--- src/tmw_pkg.sv ---
// Purpose: shared constants for the 8-bit timer waveform block
// Assumes: 8-bit counter, two compare channels, register port with 4-bit address
// Notes: register offsets and layouts are local to this block
package tmw_pkg;
    // ----------------------------------------------------------------
    // register offsets
    // ----------------------------------------------------------------
    localparam logic [3:0] REG_CTRL = 4'h0;   // [7:6] mode a, [5:4] mode b, [2:0] waveform
    localparam logic [3:0] REG_FORCE = 4'h1;  // [1] force a, [0] force b (write only)
    localparam logic [3:0] REG_COUNT = 4'h2;
    localparam logic [3:0] REG_CMPA = 4'h3;
    localparam logic [3:0] REG_CMPB = 4'h4;
    localparam logic [3:0] REG_FLAGS = 4'h5;  // [2] cmp b, [1] cmp a, [0] overflow; w1c
    localparam logic [3:0] REG_STATE = 4'h6;  // [1] state a, [0] state b (read only)
    // ----------------------------------------------------------------
    // field positions
    // ----------------------------------------------------------------
    localparam int CTRL_MODE_A_LSB = 6;
    localparam int CTRL_MODE_B_LSB = 4;
    localparam int FLAG_OVF_BIT = 0;
    localparam int FLAG_CMPA_BIT = 1;
    localparam int FLAG_CMPB_BIT = 2;
    localparam int FORCE_A_BIT = 1;
    localparam int FORCE_B_BIT = 0;
    // ----------------------------------------------------------------
    // values and encodings
    // ----------------------------------------------------------------
    localparam logic [7:0] CNT_BOTTOM = 8'h00;
    localparam logic [7:0] CNT_MAX = 8'hff;
    localparam logic [7:0] RST_BYTE = 8'h00;
    localparam logic [2:0] WGM_NORMAL = 3'h0;
    localparam logic [2:0] WGM_CLEAR_ON_MATCH = 3'h2;
    localparam logic [2:0] WGM_FAST_MAX = 3'h3;
    localparam logic [2:0] WGM_FAST_CMPA = 3'h7;
    localparam logic [1:0] COM_OFF = 2'h0;
    localparam logic [1:0] COM_TOGGLE = 2'h1;
    localparam logic [1:0] COM_CLEAR = 2'h2;
    localparam logic [1:0] COM_SET = 2'h3;
endpackage : tmw_pkg

--- src/tmw_timer8_waveform_modes.sv ---
// Purpose: counter, compare, flag and output-state logic of an 8-bit timer
// Assumes: timerTick is a one-cycle prescaled enable from the same clock
// Notes: phase correct encodings are left to a separate unit; this block idles there
`timescale 1ns/1ns

module tmw_timer8_waveform_modes (
    input wire logic clock,
    input wire logic sys_rst,
    input wire logic timerTick,
    input wire logic [3:0] regAddr,
    input wire logic [7:0] regWrData,
    input wire logic regWrite,
    input wire logic regRead,
    output logic [7:0] regRdData,
    input wire logic portOutA,
    input wire logic portOutB,
    input wire logic pinDirectionBitA,
    input wire logic pinDirectionBitB,
    output logic pinOutA,
    output logic pinOutB,
    output logic pinOutEnA_n,
    output logic pinOutEnB_n,
    output logic otherModeSelect
);
    // ----------------------------------------------------------------
    // register state
    // ----------------------------------------------------------------
    logic [2:0] waveformMode_ff;
    logic [1:0] compareOutputModeA_ff;
    logic [1:0] compareOutputModeB_ff;
    logic [7:0] counterValue_ff;
    logic [7:0] compareValueA_ff;
    logic [7:0] compareValueB_ff;
    logic [7:0] compareBufA_ff;
    logic [7:0] compareBufB_ff;
    logic overflowFlag_ff;
    logic compareFlagA_ff;
    logic compareFlagB_ff;
    logic compareOutputStateA_ff;
    logic compareOutputStateB_ff;
    logic blockMatch_ff;
    logic [7:0] nxt_regRdData;

    // ----------------------------------------------------------------
    // decode
    // ----------------------------------------------------------------
    logic wrCtrl, wrForce, wrCount, wrCmpA, wrCmpB, wrFlags;
    logic isNormal, isClearOnMatch, isFast, isPwm, waveformModeHighBit;
    logic [7:0] topValue;
    logic atTop, matchA, matchB;
    logic forceA, forceB;

    assign wrCtrl = regWrite && regAddr == tmw_pkg::REG_CTRL;
    assign wrForce = regWrite && regAddr == tmw_pkg::REG_FORCE;
    assign wrCount = regWrite && regAddr == tmw_pkg::REG_COUNT;
    assign wrCmpA = regWrite && regAddr == tmw_pkg::REG_CMPA;
    assign wrCmpB = regWrite && regAddr == tmw_pkg::REG_CMPB;
    assign wrFlags = regWrite && regAddr == tmw_pkg::REG_FLAGS;

    assign isNormal = waveformMode_ff == tmw_pkg::WGM_NORMAL;
    assign isClearOnMatch = waveformMode_ff == tmw_pkg::WGM_CLEAR_ON_MATCH;
    assign isFast = waveformMode_ff == tmw_pkg::WGM_FAST_MAX
        || waveformMode_ff == tmw_pkg::WGM_FAST_CMPA;
    assign isPwm = isFast;
    assign waveformModeHighBit = waveformMode_ff[2];
    assign otherModeSelect = !(isNormal || isClearOnMatch || isFast);

    // top: compare a in mode 2 and 7, max otherwise
    assign topValue = (isClearOnMatch || waveformMode_ff == tmw_pkg::WGM_FAST_CMPA)
        ? compareValueA_ff : tmw_pkg::CNT_MAX;
    assign atTop = counterValue_ff == topValue;

    assign matchA = counterValue_ff == compareValueA_ff && !blockMatch_ff;
    assign matchB = counterValue_ff == compareValueB_ff && !blockMatch_ff;

    assign forceA = wrForce && regWrData[tmw_pkg::FORCE_A_BIT] && !isPwm && !otherModeSelect;
    assign forceB = wrForce && regWrData[tmw_pkg::FORCE_B_BIT] && !isPwm && !otherModeSelect;

    // ----------------------------------------------------------------
    // control register
    // ----------------------------------------------------------------
    // mode used from the cycle after the write
    always_ff @(posedge clock) begin
        if (sys_rst) begin
            waveformMode_ff <= tmw_pkg::WGM_NORMAL;
            compareOutputModeA_ff <= tmw_pkg::COM_OFF;
            compareOutputModeB_ff <= tmw_pkg::COM_OFF;
        end else if (wrCtrl) begin
            waveformMode_ff <= regWrData[2:0];
            compareOutputModeA_ff <= regWrData[tmw_pkg::CTRL_MODE_A_LSB +: 2];
            compareOutputModeB_ff <= regWrData[tmw_pkg::CTRL_MODE_B_LSB +: 2];
        end
    end

    // ----------------------------------------------------------------
    // counter
    // ----------------------------------------------------------------
    // software write wins over count and clear
    always_ff @(posedge clock) begin
        if (sys_rst) begin
            counterValue_ff <= tmw_pkg::RST_BYTE;
        end else if (wrCount) begin
            counterValue_ff <= regWrData;
        end else if (timerTick && !otherModeSelect) begin
            if ((isClearOnMatch && matchA) || (isFast && atTop)) begin
                counterValue_ff <= tmw_pkg::CNT_BOTTOM;
            end else begin
                counterValue_ff <= counterValue_ff + 8'h01;
            end
        end
    end

    // match blocking holds until the next tick
    always_ff @(posedge clock) begin
        if (sys_rst) begin
            blockMatch_ff <= 1'b0;
        end else if (wrCount) begin
            blockMatch_ff <= 1'b1;
        end else if (timerTick) begin
            blockMatch_ff <= 1'b0;
        end
    end

    // ----------------------------------------------------------------
    // compare registers
    // ----------------------------------------------------------------
    // buffer in pwm, direct otherwise
    always_ff @(posedge clock) begin
        if (sys_rst) begin
            compareBufA_ff <= tmw_pkg::RST_BYTE;
            compareBufB_ff <= tmw_pkg::RST_BYTE;
        end else begin
            if (wrCmpA) begin
                compareBufA_ff <= regWrData;
            end
            if (wrCmpB) begin
                compareBufB_ff <= regWrData;
            end
        end
    end

    always_ff @(posedge clock) begin
        if (sys_rst) begin
            compareValueA_ff <= tmw_pkg::RST_BYTE;
            compareValueB_ff <= tmw_pkg::RST_BYTE;
        end else if (!isPwm) begin
            compareValueA_ff <= wrCmpA ? regWrData : compareValueA_ff;
            compareValueB_ff <= wrCmpB ? regWrData : compareValueB_ff;
        end else if (timerTick && atTop) begin
            compareValueA_ff <= compareBufA_ff;
            compareValueB_ff <= compareBufB_ff;
        end
    end

    // ----------------------------------------------------------------
    // flags
    // ----------------------------------------------------------------
    // overflow set wins over clear
    always_ff @(posedge clock) begin
        if (sys_rst) begin
            overflowFlag_ff <= 1'b0;
        end else if (timerTick && !wrCount && !otherModeSelect
                && ((isFast && atTop)
                || (!isFast && counterValue_ff == tmw_pkg::CNT_MAX))) begin
            overflowFlag_ff <= 1'b1;
        end else if (wrFlags && regWrData[tmw_pkg::FLAG_OVF_BIT]) begin
            overflowFlag_ff <= 1'b0;
        end
    end

    always_ff @(posedge clock) begin
        if (sys_rst) begin
            compareFlagA_ff <= 1'b0;
            compareFlagB_ff <= 1'b0;
        end else begin
            if (timerTick && matchA && !otherModeSelect) begin
                compareFlagA_ff <= 1'b1;
            end else if (wrFlags && regWrData[tmw_pkg::FLAG_CMPA_BIT]) begin
                compareFlagA_ff <= 1'b0;
            end
            if (timerTick && matchB && !otherModeSelect) begin
                compareFlagB_ff <= 1'b1;
            end else if (wrFlags && regWrData[tmw_pkg::FLAG_CMPB_BIT]) begin
                compareFlagB_ff <= 1'b0;
            end
        end
    end

    // ----------------------------------------------------------------
    // output-compare states
    // ----------------------------------------------------------------
    // next state from action code on match (non-pwm, or fast pwm)
    function automatic logic nextState(
        input logic cur,
        input logic [1:0] com,
        input logic match,
        input logic force_,
        input logic pwm,
        input logic bottomStep,
        input logic toggleOk,
        input logic cmpIsTop
    );
        logic res;
        res = cur;
        if (!pwm) begin
            if (match || force_) begin
                unique case (com)
                    tmw_pkg::COM_OFF: res = cur;
                    tmw_pkg::COM_TOGGLE: res = !cur;
                    tmw_pkg::COM_CLEAR: res = 1'b0;
                    tmw_pkg::COM_SET: res = 1'b1;
                endcase
            end
        end else begin
            unique case (com)
                tmw_pkg::COM_OFF: res = cur;
                tmw_pkg::COM_TOGGLE: res = (match && toggleOk) ? !cur : cur;
                // match ignored when compare is top
                tmw_pkg::COM_CLEAR: res = bottomStep ? 1'b1 : ((match && !cmpIsTop) ? 1'b0 : cur);
                tmw_pkg::COM_SET: res = bottomStep ? 1'b0 : ((match && !cmpIsTop) ? 1'b1 : cur);
            endcase
        end
        return res;
    endfunction : nextState

    // states update regardless of pin direction
    always_ff @(posedge clock) begin
        if (sys_rst) begin
            compareOutputStateA_ff <= 1'b0;
            compareOutputStateB_ff <= 1'b0;
        end else if (!otherModeSelect) begin
            compareOutputStateA_ff <= nextState(compareOutputStateA_ff,
                compareOutputModeA_ff, timerTick && matchA, forceA, isPwm,
                timerTick && isFast && atTop, waveformModeHighBit,
                compareValueA_ff == topValue);
            compareOutputStateB_ff <= nextState(compareOutputStateB_ff,
                compareOutputModeB_ff, timerTick && matchB, forceB, isPwm,
                timerTick && isFast && atTop, 1'b0,
                compareValueB_ff == topValue);
        end
    end

    // ----------------------------------------------------------------
    // pin override
    // ----------------------------------------------------------------
    // override by mode bits only
    assign pinOutA = (compareOutputModeA_ff != tmw_pkg::COM_OFF)
        ? compareOutputStateA_ff : portOutA;
    assign pinOutB = (compareOutputModeB_ff != tmw_pkg::COM_OFF)
        ? compareOutputStateB_ff : portOutB;
    assign pinOutEnA_n = !pinDirectionBitA;
    assign pinOutEnB_n = !pinDirectionBitB;

    // ----------------------------------------------------------------
    // read port
    // ----------------------------------------------------------------
    always_comb begin
        nxt_regRdData = 8'h00;
        unique case (regAddr)
            tmw_pkg::REG_CTRL: nxt_regRdData = {compareOutputModeA_ff,
                compareOutputModeB_ff, 1'b0, waveformMode_ff};
            tmw_pkg::REG_COUNT: nxt_regRdData = counterValue_ff;
            tmw_pkg::REG_CMPA: nxt_regRdData = isPwm ? compareBufA_ff : compareValueA_ff;
            tmw_pkg::REG_CMPB: nxt_regRdData = isPwm ? compareBufB_ff : compareValueB_ff;
            tmw_pkg::REG_FLAGS: nxt_regRdData = {5'h00, compareFlagB_ff,
                compareFlagA_ff, overflowFlag_ff};
            tmw_pkg::REG_STATE: nxt_regRdData = {6'h00, compareOutputStateA_ff,
                compareOutputStateB_ff};
            default: nxt_regRdData = 8'h00;
        endcase
    end

    // read data valid only in the cycle after the strobe
    always_ff @(posedge clock) begin
        if (sys_rst) begin
            regRdData <= tmw_pkg::RST_BYTE;
        end else begin
            regRdData <= regRead ? nxt_regRdData : 8'h00;
        end
    end
endmodule : tmw_timer8_waveform_modes

--- config.mk ---
export PLATFORM = sky130hd
export DESIGN_NAME = tmw_timer8_waveform_modes
export DESIGN_NICKNAME = d
export VERILOG_FILES = /design/src/tmw_pkg.sv /design/src/tmw_timer8_waveform_modes.sv
export SDC_FILE = /design/constraint.sdc
export NUM_CORES = 1
export LEC_CHECK = 0
export BUFFER_PORTS_ARGS = -buffer_cell sky130_fd_sc_hd__clkbuf_2
export CORE_AREA = 2 2 95 97
export CTS_CLUSTER_SIZE = 28
export DETAILED_ROUTE_END_ITERATION = 10
export DIE_AREA = 0 0 97 99
export SLEW_MARGIN = 20
export SYNTH_ARGS = -nofsm -noshare
export SYNTH_HDL_FRONTEND = slang
export SYNTH_SLANG_ARGS = --single-unit
export TNS_END_PERCENT = 50
--- constraint.sdc ---
create_clock -name clock -period 2.8 [get_ports clock]
set_input_delay 0 -clock clock [delete_from_list [all_inputs] [get_ports clock]]
set_output_delay 0 -clock clock [all_outputs]
set_load 0.1 [all_outputs]
# Word-level counts from Yosys, hierarchy flattened
# Index checks and enable logic that the tools add are counted.
[word_totals]
word_cells = 160
out_inout_bits = 13
regBits = 61
inputBits = 21
[classes]
bitwise = 2
reduce_logical = 73
muxes = 40
addsub = 1
n_eq_ne = 29
[ops]
columns = ["operator", "n"]
rows = [
  ["8-bit 2-to-1 mux", 12],
  ["8-bit case mux with 6 select lines", 1],
  ["8-bit equality test", 5],
  ["1-bit logical AND", 34],
  ["1-bit 2-to-1 mux", 23],
  ["2-bit nonzero test", 11],
  ["4-bit inequality test (second input constant)", 4],
  ["4-bit by 3-bit equality test with 1-bit output (second input constant)", 3],
  ["6-bit AND reduction", 2],
  ["1-bit logical NOT", 10],
  ["1-bit case mux with 3 select lines", 3],
  ["8-bit by 1-bit adder with 8-bit output (second input constant)", 1],
  ["2-bit equality test (second input constant)", 4],
  ["4-bit by 2-bit equality test with 1-bit output (second input constant)", 2],
  ["8-bit equality test (second input constant)", 1],
  ["1-bit logical OR", 8],
  ["3-bit by 2-bit equality test with 1-bit output (second input constant)", 2],
  ["2-bit by 1-bit equality test with 1-bit output (second input constant)", 2],
  ["4-bit by 1-bit equality test with 1-bit output (second input constant)", 1],
  ["2-bit logical NOT", 2],
  ["4-bit logical NOT", 1],
  ["2-bit inequality test (second input constant)", 2],
  ["2-bit AND reduction", 2],
  ["2-bit OR reduction", 2],
  ["other kinds (6)", 7],
]

# Logic depth before layout (Yosys ltp)
[logic_depth]
depth_word = 10
mapped_depth = 10
ltp_nobuf = 7

# Least setup slack after synthesis
# No wires, ideal clock.
[synth_timing]
path_type = "register -> register"
from = "register counterValue_ff[2]"
to = "register compareOutputStateA_ff"
path_buffers = 1
arrival_time_ps = 1962
setup_slack_ps = 711
setup_time_ps = 127
period_less_slack_ps = 2089
required_ps = 2673
stages_incl_launch_ff = 9
path_cell_list = "dfxtp_1 > buf_4 > nor2b_4 > a2111oi_4 > nand4_2 > a222oi_1 > nand2_1 > o211ai_1 > or3b_1"
[synth_between]
elab_chain_len = 6
elab_cells_between_ends = 17
classes_between = "eq/ne (5); mux (4); reduce/logical (8)"
[synth_rtl]
columns = ["element", "line", "text"]
rows = [
  ["start: declaration", "tmw_timer8_waveform_modes.sv:31", "logic [7:0] counterValue_ff;"],
  ["start signal: assignment", "tmw_timer8_waveform_modes.sv:101", "counterValue_ff <= tmw_pkg::RST_BYTE;"],
  ["start signal: assignment", "tmw_timer8_waveform_modes.sv:103", "counterValue_ff <= regWrData;"],
  ["start signal: assignment", "tmw_timer8_waveform_modes.sv:106", "counterValue_ff <= tmw_pkg::CNT_BOTTOM;"],
  ["8-bit equality test", "tmw_timer8_waveform_modes.sv:73", "assign matchA = counterValue_ff == compareValueA_ff && !blockMatch_ff;"],
  ["1-bit logical AND", "tmw_timer8_waveform_modes.sv:73", ""],
  ["1-bit logical AND", "tmw_timer8_waveform_modes.sv:233", "compareOutputModeA_ff, timerTick && matchA, forceA, isPwm,"],
  ["1-bit logical AND, or another cell as far along", "tmw_timer8_waveform_modes.sv:219, tmw_timer8_waveform_modes.sv:220", ""],
  ["4-bit inequality test (no source line), or another cell as far along", "n/a", ""],
  ["6-bit AND reduction (no source line)", "n/a", ""],
  ["end signal: assignment", "tmw_timer8_waveform_modes.sv:232", "compareOutputStateA_ff <= nextState(compareOutputStateA_ff,"],
  ["end: declaration", "tmw_timer8_waveform_modes.sv:39", "logic compareOutputStateA_ff;"],
]
# Parallel ways exist; a longest one is shown, timed or not.
# A chain may end at the register's enable or synchronous reset.

# Worst setup path after layout
# Ends and elaborated chain as after synthesis.

==> run_results.csv <==
group,metric,value,unit
floorplanning,die_area,9600,µm²
routing,drc,0,
synth,ys_warn_count,0,
power,comb_power_share,14.1,%
setup_path,worst-setup-path-type,"reg -> reg",
power,p_clk_share,39.4,%
routing,vias,3915,
placement,dp_hpwl,9080,µm
routing,ant_nets,0,
floorplanning,rows,34,
grt,grt_pass1_vias,3700,
sta,hold_viol,0,
setup_path,crit_fanout,10,
setup_path,crit_arrival,2.70,ns
floorplanning,start_util,44.4,%
synth,synth_fp_nets,524,
layout,fill_cells,880,
sta,max_freq,405,MHz
sta,whs,0.0259,ns
power,switching_power,0.591,mW
clock_network,cts.reportedPaths.clkPinSlew,0.08,ns
routing,vias_per_cell,6.18,
synth,netlist_instances,502,
worst_hold_path,min_path_type,"in -> reg",
grt,grt_overflow_total,0,
power,vdd_ir_drop_max,0.393,mV
clock_network,cts_made_buffers,9,
routing,drt_iter0_drc,325,
floorplanning,coreArea,8550,µm²
placement,gp_congestion,0.956,
floorplanning,die_height,99,µm
sta,rsz0062_at_grt,"false",
grt,antenna_found_initial,0,
layout,areaGrowthSynthToFinish,11.7,%
clock_network,htree_levels,3,
sta,slew_headroom,57.3,%
synth,ys_seq_area_share,32.2,%
synth,synth_cell_types,64,
clock_network,cts_tree,"done",
sta,worst_pin_slew,0.636,ns
synth,synth_edf_count,0,
layout,drive_gt1_share,16.8,%
clock_network,cts_sinks,61,
synth,async_reset_ff_share,0,%
floorplanning,die_w,97,µm
sta,setup-tns-final,0,ns
floorplanning,ios,34,
power,finalPower,1.98,mW
synth,netlist_area,3800,µm²
clock_network,clkLatencyLatePin,0.35,ns
sta,finClkSkew,0.0123,ns
sta,final_max_slew_viol_count,0,
power,switching_share,29.8,%
routing,routed_wl,12600,µm
run_status,outcome,"finished clean",
setup_path,startpoint_type,"flip-flop",
power,p_int,1.39,mW
sta,period_minus_slack,2.47,ns
sta,min_period_over_period,88.1,%
grt,grt_usage,26.9,%
synth,ys.flop_type,"dfxtp_1",
grt,grt_max_degree,53,
clock_network,cts_root_buf,"clkbuf_8",
synth,ys_ff_latch,61,
layout,antenna_cells,0,
power,pwr-share-seq,46.5,%
sta,final-setup-viol-count,0,
power,leakage,1.57,nW
placement,port_buffers,33,
setup_path,critPathCaptureType,"flip-flop",
synth,synth_area_per_cell,7.56,µm²
layout,nets,542,
grt,grt_pass1_wl,20200,µm
power,power.density,468,nW/µm²
setup_path,worst_ep_required_time,3.03,ns
clock_network,max-clock-path-buffers,2,
run,drv_cap,0,
clock_network,cts_setup_buffers,0,
routing,wl_per_cell,19.9,µm
routing,dr.pass1.iters,5,
## synthesized netlist by cell type (5+ instances only)
cell type	count	area (µm²)
a211oi_1	18	135
nor4_1	7	43.8
o32ai_1	5	43.8
o21ai_0	9	45.0
mux2i_1	9	90.1
a221oi_1	8	70.1
xnor2_1	8	70.1
a31oi_1	8	50.1
nand3_1	30	150
o21a_1	5	37.5
dfxtp_1	61	1220
nor2_1	60	225
clkbuf_1	31	116
nand2_1	55	206
buf_2	7	35.0
inv_1	13	48.8
and3_1	15	93.8
xor2_1	11	96.3
nor3_1	6	30.0
a21oi_1	62	310
## registers in the layout, indices dropped and copies added, names as in the netlist
signal                  flops
compareValueB_ff            8
compareBufB_ff              8
compareBufA_ff              8
compareOutputModeB_ff       2
blockMatch_ff               1
compareValueA_ff            8
overflowFlag_ff             1
compareOutputStateB_ff      1
regRdData                   8
waveformMode_ff             3
compareFlagA_ff             1
compareOutputStateA_ff      1
compareFlagB_ff             1
compareOutputModeA_ff       2
counterValue_ff             8
## worst max-delay path: stages, from the launching register on
cell,delay (ns)
dfxtp_1,0.63
inv_1,0.16
a211oi_1,0.33
nand4_2,0.22
a222oi_1,0.34
nand2_1,0.13
o211ai_1,0.19
or3b_1,0.35
## layout by cell type (no fill, tap or decap), types with 4 or more instances in the layout
cell type	Yosys	routed
nor2_1	60	60
nand4_1	4	4
a211oi_1	18	18
and3_1	15	15
o21ai_0	9	9
o21a_1	5	5
nand3_1	30	30
xnor2_1	8	8
a21oi_1	62	62
clkbuf_8	0	9
nand2b_1	4	4
nor2b_1	4	4
a221oi_1	8	8
a31oi_1	8	8
mux2i_1	9	9
dfxtp_1	61	61
and2_1	4	4
inv_1	13	13
nand2_1	55	55
buf_4	3	16
o32ai_1	5	5
mux2_2	4	4
nor4_1	7	6
clkbuf_2	2	33
o31ai_1	4	4
nor3_1	6	6
xor2_1	11	11
## through the flow
stage / cells / setup WS, ns / instance area (µm²) / util, %
2_1_floorplan: 502 / 0.711 / 3800 / -
3_3_place_gp: 615 / 0.425 / 4030 / 47.1
3_5_place_dp: 615 / 0.359 / 4030 / 47.1
4_1_cts: 633 / 0.371 / 4240 / 49.6
5_1_grt: 633 / 0.0780 / 4240 / 49.6
6_report: 633 / 0.332 / 4240 / 49.6
## layer usage
layer  global-route usage (%)  wire, µm
met5                        0         0
met1                     36.9      5610
met2                     41.9      5670
met4                     9.53       357
met3                     5.82       968
## final cells by class
| cell class | instances | area, µm² | share of cell area [%] |
|---|---|---|---|
| clock buffer | 10 | 128 | 3.01 |
| multi-input combinational | 384 | 2340 | 55.1 |
| tap | 108 | 135 | 3.19 |
| inverter | 13 | 48.8 | 1.15 |
| timing repair buffer | 51 | 305 | 7.20 |
| sequential | 61 | 1220 | 28.8 |
| clock inverter | 6 | 63.8 | 1.50 |
## what timing repair did
| item | CTS | global route |
|---|---|---|
| hold buffers | 2 | 0 |
| resized for setup | 0 | 0 |
| endpoints found under the hold margin | 2 | 0 |
| setup endpoints to repair | 0 | 0 |
## power by group through the flow
stage | Clock, mW | Sequential [mW] | Combinational, mW
after global placement | 0 | 0.941 | 0.269
after detailed placement | 0 | 0.942 | 0.270
final | 0.782 | 0.923 | 0.279
after floorplan | 0 | 0.919 | 0.202
after CTS | 0.801 | 0.921 | 0.273
after global routing | 0.846 | 0.925 | 0.301
## logic make-up (layout without fill, tap and decap cells)
| family | Yosys count | in the layout | share of synthesized area [%] |
|---|---|---|---|
| AO/OA/AOI/OAI | 145 | 145 | 25.9 |
| XOR/XNOR | 20 | 20 | 4.81 |
| AND/OR/NAND/NOR | 204 | 204 | 26.5 |
| buffers and inverters | 57 | 80 | 6.42 |
| multiplexers | 14 | 14 | 3.86 |
| adder cells (fa/ha/maj) | 1 | 1 | 0.329 |
| flip-flops | 61 | 61 | 32.2 |
## path summary, 6_finish.rpt
check | slack (ns) | cells past startpoint | start | end
worst min register to register | 0.46 | 2 | compareBufB_ff[1]$_SDFFE_PP0P_ | compareBufB_ff[1]$_SDFFE_PP0P_
worst max register to register | 0.33 | 7 | counterValue_ff[2]$_SDFFE_PP0P_ | compareOutputStateA_ff$_SDFFE_PP0P_
worst min-delay path | 0.03 | 3 | regWrData[6] | compareOutputModeA_ff[0]$_SDFFE_PP0P_
worst max-delay path | 0.33 | 7 | counterValue_ff[2]$_SDFFE_PP0P_ | compareOutputStateA_ff$_SDFFE_PP0P_
No activity file was read; power rests on OpenSTA's default activity.
